**src/logic/pmaf_defines.vh**
```
// Purpose: constants for the power monitor alert flag block
// Assumes: 16-bit register words, 24-bit power result
// Notes:   register offsets are word addresses of the register port
`ifndef PMAF_DEFINES_VH
`define PMAF_DEFINES_VH

// ****************************************
// register offsets
// ****************************************
`define PMAF_ADDR_W          6
`define PMAF_OFS_POWER       6'h08
`define PMAF_OFS_DIAG        6'h0b
`define PMAF_OFS_SHUNT_OVER_LIMIT        6'h0c

// ****************************************
// reset values
// ****************************************
`define PMAF_DIAG_RESET      16'h0001
`define PMAF_SHUNT_OVER_LIMIT_RESET      16'h7fff
`define PMAF_POWER_RESET     24'h000000
`define PMAF_TRIM_OK_RESET   1'b1

// ****************************************
// diagnostic register fields
// ****************************************
`define PMAF_B_LATCH         15
`define PMAF_B_RDY_ALERT     14
`define PMAF_B_AVG_CMP       13
`define PMAF_B_POLARITY      12
`define PMAF_B_MATH_OF       9
`define PMAF_B_TEMP_OVER     7
`define PMAF_B_SHUNT_OVER    6
`define PMAF_B_SHUNT_UNDER   5
`define PMAF_B_BUS_OVER      4
`define PMAF_B_BUS_UNDER     3
`define PMAF_B_POWER_OVER    2
`define PMAF_B_CONV_DONE     1
`define PMAF_B_TRIM_OK       0

// ****************************************
// widths
// ****************************************
`define PMAF_REG_W           16
`define PMAF_POWER_W         24
`define PMAF_TEMP_W          12
`define PMAF_BUS_W           15
`define PMAF_PLIM_SHIFT      8

`endif

```
**src/logic/pmaf_alert_flags.v**
```verilog
// Purpose: diagnostic flags, limit compare and alert for a power monitor
// Assumes: measurement core presents results with raw and averaged strobes
// Notes:   register port is the internal side of the serial interface
`timescale 1ns/1ps
`include "pmaf_defines.vh"

module pmaf_alert_flags
(
    // clock and reset
    input  wire                      i_clk,
    input  wire                      i_reset,
    // register port
    input  wire [`PMAF_ADDR_W-1:0]   i_reg_addr,
    input  wire                      i_reg_wr,
    input  wire                      i_reg_rd,
    input  wire [`PMAF_REG_W-1:0]    i_reg_wdata,
    output reg  [`PMAF_POWER_W-1:0]  o_reg_rdata,
    output reg                       o_reg_rvalid,
    // measurement core results
    input  wire                      i_raw_valid,
    input  wire                      i_avg_valid,
    input  wire [`PMAF_REG_W-1:0]    i_shunt_result,
    input  wire [`PMAF_BUS_W-1:0]    i_bus_result,
    input  wire [`PMAF_TEMP_W-1:0]   i_die_temperature_result,
    input  wire [`PMAF_POWER_W-1:0]  i_power_calc,
    // measurement core events
    input  wire                      i_conv_done,
    input  wire                      i_conv_start,
    input  wire                      i_math_overflow,
    input  wire                      i_trim_checksum_err,
    // limits held outside this block
    input  wire [`PMAF_REG_W-1:0]    i_shunt_under_limit,
    input  wire [`PMAF_BUS_W-1:0]    i_bus_over_limit,
    input  wire [`PMAF_BUS_W-1:0]    i_bus_under_limit,
    input  wire [`PMAF_TEMP_W-1:0]   i_temp_limit_field,
    input  wire [`PMAF_REG_W-1:0]    i_power_limit,
    // alert pin
    output wire                      o_alert_o,
    output wire                      o_alert_oe,
    // status
    output reg  [`PMAF_REG_W-1:0]    o_shunt_over_limit
);

    // ****************************************
    // configuration and flag registers
    // ****************************************
    reg                        alert_latch_select_q;
    reg                        ready_on_alert_enable_q;
    reg                        averaged_compare_select_q;
    reg                        alert_pin_polarity_q;
    reg                        math_overflow_flag_q;
    reg                        temp_over_flag_q;
    reg                        shunt_over_flag_q;
    reg                        shunt_under_flag_q;
    reg                        bus_over_flag_q;
    reg                        bus_under_flag_q;
    reg                        power_over_flag_q;
    reg                        conversion_done_flag_q;
    reg                        trim_checksum_ok_q;
    reg  [`PMAF_POWER_W-1:0]   power_result_q;

    // ****************************************
    // decode
    // ****************************************
    wire wr_diag;
    wire wr_shunt_over_limit;
    wire rd_diag;

    assign wr_diag = i_reg_wr && (i_reg_addr == `PMAF_OFS_DIAG);
    assign wr_shunt_over_limit = i_reg_wr && (i_reg_addr == `PMAF_OFS_SHUNT_OVER_LIMIT);
    assign rd_diag = i_reg_rd && (i_reg_addr == `PMAF_OFS_DIAG);

    // ****************************************
    // compares
    // ****************************************
    wire                     shunt_over;
    wire                     shunt_under;
    wire                     bus_over;
    wire                     bus_under;
    wire                     temp_over;
    wire                     power_over;
    wire [`PMAF_POWER_W-1:0] power_limit_x;
    wire                     cmp_strobe;

    // limit counts in steps of 256 power result units
    assign power_limit_x = {i_power_limit, {`PMAF_PLIM_SHIFT{1'b0}}};

    // averaged compare waits for the completed average; slower but quieter
    assign cmp_strobe = averaged_compare_select_q ? i_avg_valid : i_raw_valid;

    pmaf_limit_cmp #(.W(`PMAF_REG_W), .SIGNED(1)) u_shunt_cmp
    (
        .i_value (i_shunt_result),
        .i_upper (o_shunt_over_limit),
        .i_lower (i_shunt_under_limit),
        .o_over  (shunt_over),
        .o_under (shunt_under)
    );

    pmaf_limit_cmp #(.W(`PMAF_BUS_W), .SIGNED(0)) u_bus_cmp
    (
        .i_value (i_bus_result),
        .i_upper (i_bus_over_limit),
        .i_lower (i_bus_under_limit),
        .o_over  (bus_over),
        .o_under (bus_under)
    );

    pmaf_limit_cmp #(.W(`PMAF_TEMP_W), .SIGNED(1)) u_temp_cmp
    (
        .i_value (i_die_temperature_result),
        .i_upper (i_temp_limit_field),
        .i_lower (i_die_temperature_result),
        .o_over  (temp_over),
        .o_under ()
    );

    pmaf_limit_cmp #(.W(`PMAF_POWER_W), .SIGNED(0)) u_power_cmp
    (
        .i_value (i_power_calc),
        .i_upper (power_limit_x),
        .i_lower (i_power_calc),
        .o_over  (power_over),
        .o_under ()
    );

    // ****************************************
    // flag update
    // ****************************************
    // latched: hold and or-in, read clears, a new fault in the read cycle wins
    // transparent: flag follows the latest compared result
    function flag_next;
        input cur;
        input cond;
        input strobe;
        input latched;
        input clr;
        begin
            if (latched)
                flag_next = (strobe & cond) | (cur & ~clr);
            else if (strobe)
                flag_next = cond;
            else
                flag_next = cur;
        end
    endfunction

    wire latch_clr;

    assign latch_clr = rd_diag;

    always @(posedge i_clk or posedge i_reset)
    begin
        if (i_reset)
        begin
            temp_over_flag_q   <= 1'b0;
            shunt_over_flag_q  <= 1'b0;
            shunt_under_flag_q <= 1'b0;
            bus_over_flag_q    <= 1'b0;
            bus_under_flag_q   <= 1'b0;
            power_over_flag_q  <= 1'b0;
        end
        else
        begin
            temp_over_flag_q   <= flag_next(temp_over_flag_q, temp_over, cmp_strobe,
                                            alert_latch_select_q, latch_clr);
            shunt_over_flag_q  <= flag_next(shunt_over_flag_q, shunt_over, cmp_strobe,
                                            alert_latch_select_q, latch_clr);
            shunt_under_flag_q <= flag_next(shunt_under_flag_q, shunt_under, cmp_strobe,
                                            alert_latch_select_q, latch_clr);
            bus_over_flag_q    <= flag_next(bus_over_flag_q, bus_over, cmp_strobe,
                                            alert_latch_select_q, latch_clr);
            bus_under_flag_q   <= flag_next(bus_under_flag_q, bus_under, cmp_strobe,
                                            alert_latch_select_q, latch_clr);
            power_over_flag_q  <= flag_next(power_over_flag_q, power_over, cmp_strobe,
                                            alert_latch_select_q, latch_clr);
        end
    end

    // ****************************************
    // status flags
    // ****************************************
    always @(posedge i_clk or posedge i_reset)
    begin
        if (i_reset)
        begin
            math_overflow_flag_q   <= 1'b0;
            conversion_done_flag_q <= 1'b0;
            trim_checksum_ok_q     <= `PMAF_TRIM_OK_RESET;
        end
        else
        begin
            // set wins over the clear of a starting conversion
            if (i_math_overflow)
                math_overflow_flag_q <= 1'b1;
            else if (i_conv_start)
                math_overflow_flag_q <= 1'b0;
            if (i_conv_done)
                conversion_done_flag_q <= 1'b1;
            else if (i_conv_start || (alert_latch_select_q && rd_diag))
                conversion_done_flag_q <= 1'b0;
            // once bad the trim stays flagged until reset
            if (i_trim_checksum_err)
                trim_checksum_ok_q <= 1'b0;
        end
    end

    // ****************************************
    // configuration writes
    // ****************************************
    always @(posedge i_clk or posedge i_reset)
    begin
        if (i_reset)
        begin
            alert_latch_select_q      <= 1'b0;
            ready_on_alert_enable_q   <= 1'b0;
            averaged_compare_select_q <= 1'b0;
            alert_pin_polarity_q      <= 1'b0;
            o_shunt_over_limit        <= `PMAF_SHUNT_OVER_LIMIT_RESET;
        end
        else
        begin
            if (wr_diag)
            begin
                alert_latch_select_q      <= i_reg_wdata[`PMAF_B_LATCH];
                ready_on_alert_enable_q   <= i_reg_wdata[`PMAF_B_RDY_ALERT];
                averaged_compare_select_q <= i_reg_wdata[`PMAF_B_AVG_CMP];
                alert_pin_polarity_q      <= i_reg_wdata[`PMAF_B_POLARITY];
            end
            if (wr_shunt_over_limit)
                o_shunt_over_limit <= i_reg_wdata;
        end
    end

    // ****************************************
    // power result
    // ****************************************
    // the core raises the averaged strobe only once the whole average is done
    always @(posedge i_clk or posedge i_reset)
    begin
        if (i_reset)
            power_result_q <= `PMAF_POWER_RESET;
        else if (i_avg_valid)
            power_result_q <= i_power_calc;
    end

    // ****************************************
    // read path
    // ****************************************
    reg [`PMAF_REG_W-1:0] diag_word;

    always @*
    begin
        diag_word                      = {`PMAF_REG_W{1'b0}};
        diag_word[`PMAF_B_LATCH]       = alert_latch_select_q;
        diag_word[`PMAF_B_RDY_ALERT]   = ready_on_alert_enable_q;
        diag_word[`PMAF_B_AVG_CMP]     = averaged_compare_select_q;
        diag_word[`PMAF_B_POLARITY]    = alert_pin_polarity_q;
        diag_word[`PMAF_B_MATH_OF]     = math_overflow_flag_q;
        diag_word[`PMAF_B_TEMP_OVER]   = temp_over_flag_q;
        diag_word[`PMAF_B_SHUNT_OVER]  = shunt_over_flag_q;
        diag_word[`PMAF_B_SHUNT_UNDER] = shunt_under_flag_q;
        diag_word[`PMAF_B_BUS_OVER]    = bus_over_flag_q;
        diag_word[`PMAF_B_BUS_UNDER]   = bus_under_flag_q;
        diag_word[`PMAF_B_POWER_OVER]  = power_over_flag_q;
        diag_word[`PMAF_B_CONV_DONE]   = conversion_done_flag_q;
        diag_word[`PMAF_B_TRIM_OK]     = trim_checksum_ok_q;
    end

    always @(posedge i_clk or posedge i_reset)
    begin
        if (i_reset)
        begin
            o_reg_rdata  <= {`PMAF_POWER_W{1'b0}};
            o_reg_rvalid <= 1'b0;
        end
        else
        begin
            o_reg_rvalid <= i_reg_rd;
            if (i_reg_rd)
            begin
                case (i_reg_addr)
                    `PMAF_OFS_DIAG:  o_reg_rdata <= {{`PMAF_POWER_W-`PMAF_REG_W{1'b0}}, diag_word};
                    `PMAF_OFS_SHUNT_OVER_LIMIT:  o_reg_rdata <= {{`PMAF_POWER_W-`PMAF_REG_W{1'b0}},
                                                     o_shunt_over_limit};
                    `PMAF_OFS_POWER: o_reg_rdata <= power_result_q;
                    default:         o_reg_rdata <= {`PMAF_POWER_W{1'b0}};
                endcase
            end
        end
    end

    // ****************************************
    // alert
    // ****************************************
    wire alert_active;

    assign alert_active = temp_over_flag_q | shunt_over_flag_q | shunt_under_flag_q
                        | bus_over_flag_q | bus_under_flag_q | power_over_flag_q
                        | (ready_on_alert_enable_q & conversion_done_flag_q);

    pmaf_alert_pin u_alert_pin
    (
        .i_clk      (i_clk),
        .i_reset    (i_reset),
        .i_active   (alert_active),
        .i_polarity (alert_pin_polarity_q),
        .o_alert_o  (o_alert_o),
        .o_alert_oe (o_alert_oe)
    );

endmodule // pmaf_alert_flags

```
**src/logic/pmaf_alert_pin.v**
```verilog
// Purpose: drive the open-drain alert pin with selectable polarity
// Assumes: external pull-up on the alert wire
// Notes:   the pin is only ever pulled low, never driven high
`timescale 1ns/1ps

module pmaf_alert_pin
(
    // clock and reset
    input  wire i_clk,
    input  wire i_reset,
    // control
    input  wire i_active,
    input  wire i_polarity,
    // pin
    output reg  o_alert_o,
    output reg  o_alert_oe
);

    // ****************************************
    // pin drive
    // ****************************************
    // active high open-drain means release when active, pull low when idle
    always @(posedge i_clk or posedge i_reset)
    begin
        if (i_reset)
        begin
            o_alert_o  <= 1'b0;
            o_alert_oe <= 1'b0;
        end
        else
        begin
            o_alert_o  <= 1'b0;
            o_alert_oe <= i_polarity ? ~i_active : i_active;
        end
    end

endmodule // pmaf_alert_pin

```
**src/logic/pmaf_limit_cmp.v**
```verilog
// Purpose: compare one result against one upper and one lower limit
// Assumes: both limits share the result's width and sign
// Notes:   purely combinational
`timescale 1ns/1ps

module pmaf_limit_cmp
#(
    parameter W      = 16,
    parameter SIGNED = 1
)
(
    // operands
    input  wire [W-1:0] i_value,
    input  wire [W-1:0] i_upper,
    input  wire [W-1:0] i_lower,
    // results
    output wire         o_over,
    output wire         o_under
);

    // ****************************************
    // compare
    // ****************************************
    // flipping the sign bit turns a signed compare into an unsigned one
    wire [W-1:0] val_x;
    wire [W-1:0] upr_x;
    wire [W-1:0] lwr_x;

    assign val_x   = SIGNED ? {~i_value[W-1], i_value[W-2:0]} : i_value;
    assign upr_x   = SIGNED ? {~i_upper[W-1], i_upper[W-2:0]} : i_upper;
    assign lwr_x   = SIGNED ? {~i_lower[W-1], i_lower[W-2:0]} : i_lower;
    assign o_over  = (val_x > upr_x);
    assign o_under = (val_x < lwr_x);

endmodule // pmaf_limit_cmp

```
**config.mk**
```make
export PLATFORM = sky130hd
export DESIGN_NAME = pmaf_alert_flags
export DESIGN_NICKNAME = d
export VERILOG_FILES = /design/src/logic/pmaf_alert_flags.v /design/src/logic/pmaf_alert_pin.v /design/src/logic/pmaf_limit_cmp.v
export VERILOG_INCLUDE_DIRS = /design/src /design/src/logic
export SDC_FILE = /design/constraint.sdc
export NUM_CORES = 1
export LEC_CHECK = 0
export BUFFER_PORTS_ARGS = -buffer_cell sky130_fd_sc_hd__clkbuf_2
export CAP_MARGIN = 20
export CORE_UTILIZATION = 45
export DETAILED_ROUTE_END_ITERATION = 12
export GPL_ROUTABILITY_DRIVEN = 0
export PLACE_DENSITY = 0.89
export SLEW_MARGIN = 10
export SYNTH_ARGS = -nofsm -noshare
export SYNTH_HDL_FRONTEND = slang
export SYNTH_SLANG_ARGS = --single-unit
```
**constraint.sdc**
```tcl
create_clock -name i_clk -period 2.4 [get_ports i_clk]
set_input_delay 0.48 -clock i_clk [delete_from_list [all_inputs] [get_ports i_clk]]
set_output_delay 0.48 -clock i_clk [all_outputs]
set_load 0.005 [all_outputs]
```
==> results of run 1 <==
## metal layers
| layer | vias up | track usage, % |
|---|---|---|
| li1 | 2474 | - |
| met1 | 2325 | 28.10 |
| met2 | 194 | 45.44 |
| met3 | 13 | 5.945 |
| met4 | 0 | 4.474 |
| met5 | - | 0 |
## cells by family after synthesis
group / count (synthesis)
xor+xnor: 1
mux: 47
simple gates: 101
buf+inv: 132
compound gates: 128
other cells: 1
fa+ha+maj: 88
flops: 79
## per-stage QoR
stage               power [uW]  std cells  instance area (sq um)  hold WS, ns
floorplan                 2151        577                   5568       0.4495
global placement          2555        935                   6850       0.4743
detailed placement        2592        935                   6850       0.4788
CTS                       3864        951                   7132       0.2144
global route              4067        951                   7132       0.2437
finish                    3833        951                   7132       0.2055
## power groups by stage
stage	clock, uW	combinational [uW]	sequential (uW)
after floorplan	0	547	1600
after global placement	0	911	1640
after detailed placement	0	947	1640
after global routing	1350	1070	1640
final	1260	946	1620
after CTS	1290	953	1620
## final timing paths
| kind | slack [ns] | start | endpoint |
|---|---|---|---|
| min reg2reg | 0.49 | trim_checksum_ok_q | trim_checksum_ok_q |
| max reg2reg | 0.50 | o_shunt_over_limit[7] | shunt_over_flag_q |
| max | 0.50 | o_shunt_over_limit[7] | shunt_over_flag_q |
| min | 0.21 | i_reset | shunt_under_flag_q |
| min in group i_clk | 0.27 | i_trim_checksum_err | trim_checksum_ok_q |
| max in group asynchronous | 1.49 | i_reset | trim_checksum_ok_q |
## layout make-up
cell class / instances / area (sq um) / share of cell area, %
clock buffers: 11 / 242.7 / 3.404
clock inverters: 5 / 38.79 / 0.5439
inverters: 114 / 431.7 / 6.053
multi-input cells: 366 / 3042 / 42.65
flip-flops and latches: 79 / 1997 / 28.00
well taps: 147 / 183.9 / 2.579
repair buffers: 229 / 1196 / 16.77
## synth_stat cells, types with 3 or more instances
| cell | number | area share [%] |
|---|---|---|
| nor4_1 | 4 | 0.45 |
| nand3_1 | 19 | 1.7 |
| nand2_1 | 28 | 1.9 |
| o22ai_1 | 16 | 1.8 |
| a21oi_1 | 32 | 2.9 |
| a21o_1 | 11 | 1.5 |
| mux2_2 | 37 | 7.5 |
| mux2i_1 | 3 | 0.54 |
| clkbuf_1 | 5 | 0.34 |
| nand4_1 | 18 | 2.0 |
| dfstp_2 | 16 | 7.6 |
| nor2b_1 | 6 | 0.67 |
| nor2_1 | 9 | 0.61 |
| buf_2 | 9 | 0.81 |
| ha_1 | 88 | 20 |
| a22oi_1 | 13 | 1.8 |
| dfrtp_1 | 63 | 28 |
| buf_4 | 3 | 0.40 |
| o21ai_0 | 32 | 2.9 |
| o211ai_1 | 5 | 0.67 |
| inv_1 | 114 | 7.7 |
| mux2_4 | 4 | 1.1 |
## critical path, stage by stage (launching register included)
cell and delay (ns):
dfstp_2 0.56, inv_1 0.06, ha_1 0.30, a21oi_1 0.14, o21ai_0 0.12, a221oi_1 0.26, o211ai_1 0.13, a22o_1 0.21
==> results.md, run 1 <==
- Status: complete, no violations
- Max-cap violations: 0
- Post-synthesis sequential area ratio: 35.89%
- Clk pwr share: 33.0%
- Seq cells post-synth: 79
- Global route overflow: 0
- Port bufs: 214
- Met2 routed WL: 7694 um
- Largest family of logic cells by synthesized area: adder cells
- Wl on met1: 6020 um
- Initial antenna violation count: 0
- Fin crit period: 1.898 ns
- Rows: 40
- Fill cells: 1,059
- Synth cell types: 54
- Clk_lat worst skew: 0.33 ns
- Post-route ant nets: 0
- Layout Skew: 0.005515 ns
- Tcrit/Tclk final: 79.07%
- Sum Neg Setup Slack: 0 ns
- Worst Hold Class: in -> async
- Final #Nets: 1,060
- Most frequent cells in the layout: 214 x clkbuf_2, 113 x inv_1, 88 x ha_1
- Mapped Cells: 577
- Setup Fix Bufs, Post-CTS: 0
- EDFF count, synth: 0
- Post-CTS sizing: 0
- 1st-pass router iterations: 5
- Die Wd: 113.2 um
- Die height: 113.2 um
- WL/cell: 15.65 um
- Tightest Pin Transition: 0.5705 ns
- VDD IR max: 0.0003445 V
- Number of synthesis warnings: 0
- Most common cell after layout, fill and taps aside: clkbuf_2
- Adder-Cell Fraction of Synth Area: 19.79%
- Initial core utilization: 46.32%
- Fin. max-slew vios: 0
- Top flop regs: o_reg_rdata: 24 flops, power_result_q: 24 flops, o_shunt_over_limit: 16 flops
- Final Util: 59.38%
- # DRC: 0
- Vias in the first global route: 5,124
- Pwr/cell area: 537.4 nW/um^2
- NetSw: 1121 uW
- Switching Share: 29.24%
- Worst path setup slack after routing: 0.5024 ns
- Crit path max fanout: 3
- Clk buf depth: 2
- Detailed Place HPWL: 12,620 um
- Final WL: 14,880 um
- Final Hold Fails: 0
- Slew Limit Headroom: 61.89%
- Arrival time worst endpoint: 2.11 ns
- Crit. End Element: flop
- Setup WS pre-CTS: 0.2313 ns
- H-tree depth: 3
- Area delta synth->final: 28.18%
- CTS tree: built
- Simple-gate area share of the yosys netlist: 9.984%
- RSZ-0062 raised after global routing: no
- Cts hold-fix bufs: 0
- Synth Area in XOR/XNOR: 0.1574%
- First-pass GRT wire length: 24,270 um
- Max Freq: 527.0 MHz
- Internal power: 2712 uW
- Leakage: 0.003900 uW
- Synth Area per Inst: 9.643 sq um
- Top FF cell, synth: dfrtp_1
- Combinational power share: 24.7%
- Max Used Layer: met4
- Crit Path Class: reg -> reg
- Final setup viols: 0
- Post-Synthesis Net Count: 838
- Core Area: 12,010 sq um
- WP data required: 2.61 ns
- Total GRT Usage: 24.27%
- TritonCTS Buffers: 9
- Via count: 5,006
- Sink Count: 79
- DR iter-0 viols: 199
- Share of cells above drive strength 1: 38.81%
- DR vias/cell: 5.264
- Crit path launch type: flop
- Io pins: 216
- Reg2Reg Depth: 7
- Die area: 12,810 sq um
- Compound-Gate Fraction of Synth Area: 14.91%
- Post-synthesis mux area share: 9.759%
- Clk slew on worst S/H paths: 0.06 ns
- Sequential power share: 42.3%
- Pin count of the biggest net entering global routing: 55
- Root buffer selected by CTS: clkbuf_16
- Routed met3 length: 1026 um
- Ant. Diodes: 0
- Ys async rst share: 100.0%
- Post-Syn Area: 5564 sq um
Power figures use the tool's default switching activity.
==> run 2, diff against run 1 <==
--- a/config.mk
+++ b/config.mk
@@ -6,12 +6,13 @@
 export SDC_FILE = /design/constraint.sdc
 export NUM_CORES = 1
 export LEC_CHECK = 0
+export ABC_AREA = 1
 export BUFFER_PORTS_ARGS = -buffer_cell sky130_fd_sc_hd__clkbuf_2
 export CAP_MARGIN = 20
-export CORE_UTILIZATION = 45
+export CORE_UTILIZATION = 50
 export DETAILED_ROUTE_END_ITERATION = 12
 export GPL_ROUTABILITY_DRIVEN = 0
-export PLACE_DENSITY = 0.89
+export PLACE_DENSITY = 0.92
 export SLEW_MARGIN = 10
 export SYNTH_ARGS = -nofsm -noshare
 export SYNTH_HDL_FRONTEND = slang
==> constraint.sdc (replaced) <==
create_clock -name i_clk -period 1.86 [get_ports i_clk]
set_input_delay 0.372 -clock i_clk [delete_from_list [all_inputs] [get_ports i_clk]]
set_output_delay 0.372 -clock i_clk [all_outputs]
set_load 0.005 [all_outputs]
==> run 2 against run 1 <==
Against the previous run: worst setup slack lost 0.27 ns; critical path depth grew 2; critical path type unchanged; critical endpoint unchanged; sequential share of layout area shrank 0.42 points; clock skew grew 0.0011 ns; wire length grew 1.4%; cell area grew 1.5%.
==> results.md, run 2 <==
- Status: complete, no violations
- Crit Path Class: reg -> reg
- Post-synthesis sequential area ratio: 35.38% (-0.51 points)
- Leading cell types by count after synthesis: 243 x nand2_1, 134 x inv_1, 88 x ha_1
- Pin count of the biggest net entering global routing: 80 (+45%)
- Post-CTS sizing: 0 (unchanged)
- Initial core utilization: 51.61% (+5.3 points)
- Die Wd: 108.2 um (-4.4%)
- # DRC: 0 (unchanged)
- Worst Hold Class: in -> async
- First-pass GRT wire length: 24,220 um (-0.20%)
- Setup Fix Bufs, Post-CTS: 0 (unchanged)
- Max Freq: 615.1 MHz (+17%)
- Io pins: 216 (unchanged)
- Total GRT Usage: 26.62% (+2.3 points)
- Final setup viols: 0 (unchanged)
- Tcrit/Tclk final: 87.40% (+8.3 points)
- Fin. max-slew vios: 0 (unchanged)
- Ant. Diodes: 0 (unchanged)
- Clk_lat worst skew: 0.33 ns (about the same)
- Sink Count: 79 (unchanged)
- Cts hold-fix bufs: 0 (unchanged)
- Most common cell after layout, fill and taps aside: nand2_1
- Sum Neg Setup Slack: 0 ns (unchanged)
- Max-cap violations: 0 (unchanged)
- Top FF cell, synth: dfrtp_1
- Area leader, netlist: dfrtp_1
- Detailed Place HPWL: 12,220 um (-3.2%)
- Rows: 38 (-5.0%)
- WL/cell: 13.36 um (-15%)
- Initial antenna violation count: 0 (unchanged)
- Crit path launch type: flop
- Critical Path Slowest Stage Cell: dfstp_2
- Most frequent cells in the layout: 243 x nand2_1, 214 x clkbuf_2, 133 x inv_1
- Number of synthesis warnings: 0 (unchanged)
- Post-Synthesis Net Count: 1,029 (+23%)
- Seq cells post-synth: 79 (unchanged)
- DR vias/cell: 5.100 (-3.1%)
- Final WL: 15,090 um (+1.4%)
- DR iter-0 viols: 368 (+85%)
- Top area cells in the synthesized netlist: dfrtp_1 28%, ha_1 20%, nand2_1 16%, inv_1 8.9%, dfstp_2 7.4%
- Slew Limit Headroom: 66.39% (+4.5 points)
- Tightest Pin Transition: 0.5041 ns (-0.06643 ns)
- Final Hold Fails: 0 (unchanged)
- Clk slew on worst S/H paths: 0.06 ns (about the same)
- Root buffer selected by CTS: clkbuf_16
- Hold WS: 0.1222 ns (-0.08337 ns)
- CTS tree: built
- Final #Nets: 1,246 (+18%)
- Sequential power share: 40.0% (-2.3 points)
- RSZ-0062 raised after global routing: no
- Vias in the first global route: 5,481 (+7.0%)
- VDD IR max: 0.0006380 V (+85%)
- Global route overflow: 0 (unchanged)
- Area delta synth->final: 28.29% (about the same)
- Critical Path Max Stage Delay: 0.54 ns (-0.02 ns)
- Top cell type's share of synthesized area: 27.93% (-0.40 points)
- NetSw: 1445 uW (+29%)
- H-tree depth: 3 (unchanged)
- Top flop regs: o_reg_rdata: 24 flops, power_result_q: 24 flops, o_shunt_over_limit: 16 flops
- Fin crit period: 1.626 ns (-0.2720 ns)
- Crit path max fanout: 3 (unchanged)
- Synth cell types: 33 (-39%)
- Internal power: 3603 uW (+33%)
- Share of cells above drive strength 1: 26.77% (-12 points)
- EDFF count, synth: 0 (unchanged)
- Switching Share: 28.63% (-0.61 points)
- Synth Area per Inst: 7.349 sq um (-24%)
- Combinational power share: 21.9% (-2.8 points)
- Crit path buf inv count: 1 (unchanged)
- Crit. End Element: flop
- Pwr/cell area: 697.2 nW/um^2 (+30%)
- Leakage: 0.004437 uW (+14%)
- Arrival time worst endpoint: 1.85 ns (-0.26 ns)
- CP delay by family, top: simple AND/OR/NAND/NOR gates
- Clk buf depth: 2 (unchanged)
- WP data required: 2.08 ns (-0.53 ns)
- Die area: 11,720 sq um (-8.6%)
- Ys async rst share: 100.0% (unchanged)
- Clk pwr share: 38.1% (+5.1 points)
- Post-Syn Area: 5644 sq um (+1.4%)
- Post-route ant nets: 0 (unchanged)
- Core Area: 10,940 sq um (-9.0%)
- Layout Skew: 0.006571 ns (+0.001056 ns)
- Die height: 108.2 um (-4.4%)
- CP Cell Sequence: inv_1 -> ha_1 -> nand2_1 -> nor2_1 -> nand4_1 -> nor2_1 -> nor2_1 -> nand2_1 -> nand2_1
- Most instantiated library cell after synthesis: nand2_1
- Finished Cell Area: 7241 sq um (+1.5%)
- Via count: 5,763 (+15%)
- Mapped Cells: 768 (+33%)
- Port bufs: 214 (unchanged)
- 1st-pass router iterations: 4 (-1)
- Placed cell areas: 6908 sq um (+0.84%)
- TritonCTS Buffers: 9 (unchanged)
==> run 2: worst paths after layout <==
check | from | cells past startpoint | endpoint | slack (ns)
max reg2reg | o_shunt_over_limit[5] | 9 | shunt_over_flag_q | 0.23
max | o_shunt_over_limit[5] | 9 | shunt_over_flag_q | 0.23
min in group i_clk | i_trim_checksum_err | 2 | trim_checksum_ok_q | 0.15
min | i_reset | 3 | o_reg_rdata[23] | 0.12
min reg2reg | power_result_q[17] | 2 | power_result_q[17] | 0.47
max in group asynchronous | i_reset | 3 | o_shunt_over_limit[14] | 1.37
==> run 2: final cells by class <==
cell class	count	area [sq um]
inverter	137	518.0
fill	883	3695
multi-input combinational	535	3054
sequential	79	1997
clock buffer	10	239.0
timing repair buffer	223	1164
clock inverter	6	93.84
tap	140	175.2
==> run 2: cells by family after synthesis <==
family	share of synthesized area, %
buffers and inverters	10.51
DFF	35.38
and+or+nand+nor	23.70
muxes	0.1995
other	0.06644
xor gates and xnor gates	0.1552
AOI/OAI and AO/OA	10.49
adders and majority gates	19.51
==> run 2: routing by layer <==
metal / part of all wire [%] / track usage [%]
met1: 39 / 30.27
met2: 48 / 47.04
met3: 7.9 / 5.666
met4: 4.3 / 13.21
met5: 0 / 0
==> run 2: power groups by stage <==
stage | registers, uW | logic (uW) | clock network [uW]
final | 2020 | 1110 | 1920
after global routing | 2030 | 1280 | 2000
after CTS | 2010 | 1110 | 1930
after detailed placement | 2040 | 1100 | 0
after global placement | 2030 | 1050 | 0
after floorplan | 2010 | 639 | 0
==> run 2: stage by stage <==
stage | power (uW) | utilization [%] | setup slack [ns] | std cells
global route | 5305 | 66.21 | 0.07453 | 1130
CTS | 5058 | 66.21 | 0.2501 | 1130
floorplan | 2645 | - | 0.4130 | 768
finish | 5048 | 66.21 | 0.2344 | 1130
detailed placement | 3137 | 63.17 | 0.2326 | 1114
global placement | 3081 | 63.17 | 0.2598 | 1114
==> run 2: worst reg2reg max path, delay by kind of cell (launching register included) <==
kind	cells	cell delay, ns
and+or+nand+nor	7	0.60
DFF	1	0.54
adders and majority gates	1	0.32
buffers and inverters	1	0.07
==> run 3, diff against run 2 <==
--- a/config.mk
+++ b/config.mk
@@ -12,6 +12,7 @@
 export CORE_UTILIZATION = 50
 export DETAILED_ROUTE_END_ITERATION = 12
 export GPL_ROUTABILITY_DRIVEN = 0
+export MAX_ROUTING_LAYER = met4
 export PLACE_DENSITY = 0.92
 export SLEW_MARGIN = 10
 export SYNTH_ARGS = -nofsm -noshare
==> run 3 against run 2 <==
Against the previous run: wire length is 0.42% higher; die area did not move; maximum frequency fell by 0.41%; clock power about the same; global-route usage rose by 0.88 points; combinational power about the same; critical endpoint unchanged; largest cell class unchanged.
==> results.md, run 3 (same netlist as run 2, synthesis figures left out) <==
- Most common cell after layout, fill and taps aside: nand2_1
- # DRC: 0 (unchanged)
- Clk_lat worst skew: 0.33 ns (about the same)
- Total GRT Usage: 27.49% (+0.88 points)
- Root buffer selected by CTS: clkbuf_16
- Max-cap violations: 0 (unchanged)
- WL/cell: 13.41 um (+0.42%)
- Sink Count: 79 (unchanged)
- CTS tree: built
- NetSw: 1441 uW (-0.34%)
- Die area: 11,720 sq um (unchanged)
- Post-route ant nets: 0 (unchanged)
- First-pass GRT wire length: 24,260 um (+0.17%)
- Combinational power share: 22.0% (about the same)
- Setup Fix Bufs, Post-CTS: 0 (unchanged)
- Vias in the first global route: 5,475 (-0.11%)
- Share of cells above drive strength 1: 26.77% (unchanged)
- Internal power: 3603 uW (about the same)
- Layout Skew: 0.005772 ns (-0.0007995 ns)
- Sum Neg Setup Slack: 0 ns (unchanged)
- Arrival time worst endpoint: 1.85 ns (about the same)
- Fin. max-slew vios: 0 (unchanged)
- Sequential power share: 40.0% (about the same)
- Initial antenna violation count: 0 (unchanged)
- Final WL: 15,160 um (+0.42%)
- Post-CTS sizing: 0 (unchanged)
- Setup WS pre-CTS: 0.2326 ns (unchanged)
- Initial core utilization: 51.61% (unchanged)
- Clk slew on worst S/H paths: 0.06 ns (about the same)
- WP data required: 2.08 ns (about the same)
- Worst path setup slack after routing: 0.2276 ns (-0.006751 ns)
- Tightest Pin Transition: 0.5071 ns (+0.003022 ns)
- H-tree depth: 3 (unchanged)
- Global route overflow: 0 (unchanged)
- Pin count of the biggest net entering global routing: 80 (unchanged)
- Top flop regs: o_reg_rdata: 24 flops, power_result_q: 24 flops, o_shunt_over_limit: 16 flops
- Via count: 5,816 (+0.92%)
- Core Area: 10,940 sq um (unchanged)
- Final Hold Fails: 0 (unchanged)
- Clk pwr share: 38.0% (about the same)
- Fill cells: 883 (unchanged)
- Status: complete, no violations
- Crit path max fanout: 3 (unchanged)
- RSZ-0062 raised after global routing: no
- Pwr/cell area: 696.5 nW/um^2 (-0.10%)
- Crit path launch type: flop
- Clk buf depth: 2 (unchanged)
- Final setup viols: 0 (unchanged)
- Final #Nets: 1,246 (unchanged)
- VDD IR max: 0.0006344 V (-0.57%)
- DR vias/cell: 5.147 (+0.92%)
- Area delta synth->final: 28.29% (unchanged)
- 1st-pass router iterations: 6 (+2)
- Most frequent cells in the layout: 243 x nand2_1, 214 x clkbuf_2, 133 x inv_1
- Worst Hold Class: in -> async
- Slew Limit Headroom: 66.19% (-0.20 points)
- Ant. Diodes: 0 (unchanged)
- Cts hold-fix bufs: 0 (unchanged)
- Die Wd: 108.2 um (unchanged)
- Leakage: 0.004437 uW (unchanged)
- TritonCTS Buffers: 9 (unchanged)
- Fin crit period: 1.632 ns (+0.006751 ns)
- Pwr Total: 5043 uW (-0.10%)
- Max Freq: 612.6 MHz (-0.41%)
- Io pins: 216 (unchanged)
- Rows: 38 (unchanged)
- Detailed Place HPWL: 12,220 um (unchanged)
- Crit Path Class: reg -> reg
- Switching Share: 28.56% (-0.069 points)
- Die height: 108.2 um (unchanged)
- Tcrit/Tclk final: 87.76% (+0.36 points)
- Crit. End Element: flop
- Port bufs: 214 (unchanged)
- DR iter-0 viols: 399 (+8.4%)
[run 3: cell counts in the layout (fill, tap and decap cells not counted)]
Identical to the previous run, type by type.
[run 3: worst max-delay path, stage by stage (launching register included)]
cell,delay (ns)
dfstp_2,0.54
inv_1,0.07
ha_1,0.32
nand2_1,0.07
nor2_1,0.15
nand4_1,0.10
nor2_1,0.10
nor2_1,0.05
nand2_1,0.08
nand2_1,0.05
[run 3: layout make-up]
type	count	area, sq um	share of cell area (%)
Clock buffer	10	239.0	3.301
Clock inverter	6	93.84	1.296
Inverter	137	518.0	7.154
Multi-Input combinational cell	535	3054	42.18
Sequential cell	79	1997	27.58
Tap cell	140	175.2	2.419
Timing Repair Buffer	223	1164	16.07
[run 3: power by group through the flow]
stage / registers (uW) / clock network [uW] / logic, uW
final: 2020 / 1920 / 1110
after CTS: 2010 / 1930 / 1110
after global placement: 2030 / 0 / 1050
after detailed placement: 2040 / 0 / 1100
after global routing: 2030 / 2000 / 1280
after floorplan: 2010 / 0 / 639
[run 3: stage by stage]
| step | hold WS (ns) | instance area [sq um] | instances | utilization, % |
|---|---|---|---|---|
| after CTS | 0.1498 | 7241 | 1130 | 66.21 |
| after global routing | 0.1631 | 7241 | 1130 | 66.21 |
| final | 0.1360 | 7241 | 1130 | 66.21 |
| after detailed placement | 0.4591 | 6908 | 1114 | 63.17 |
| after global placement | 0.4445 | 6908 | 1114 | 63.17 |
| after floorplan | 0.4034 | 5648 | 768 | - |
[run 3: path summary, 6_finish.rpt]
check / end / startpoint / depth (start not counted) / slack, ns
max in group asynchronous: o_shunt_over_limit[14] / i_reset / 3 / 1.37
max: shunt_over_flag_q / o_shunt_over_limit[5] / 9 / 0.23
min in group i_clk: trim_checksum_ok_q / i_trim_checksum_err / 2 / 0.15
min: o_reg_rdata[23] / i_reset / 3 / 0.14
min reg2reg: power_result_q[17] / power_result_q[17] / 2 / 0.47
max reg2reg: shunt_over_flag_q / o_shunt_over_limit[5] / 9 / 0.23
[run 3: metal layers]
layer	global-route usage, %	vias up	wire length, um
met3	5.485	56	1308
met1	30.69	2608	5824
met5	-	-	0
met4	12.62	0	578
li1	-	2867	-
met2	47.22	285	7444
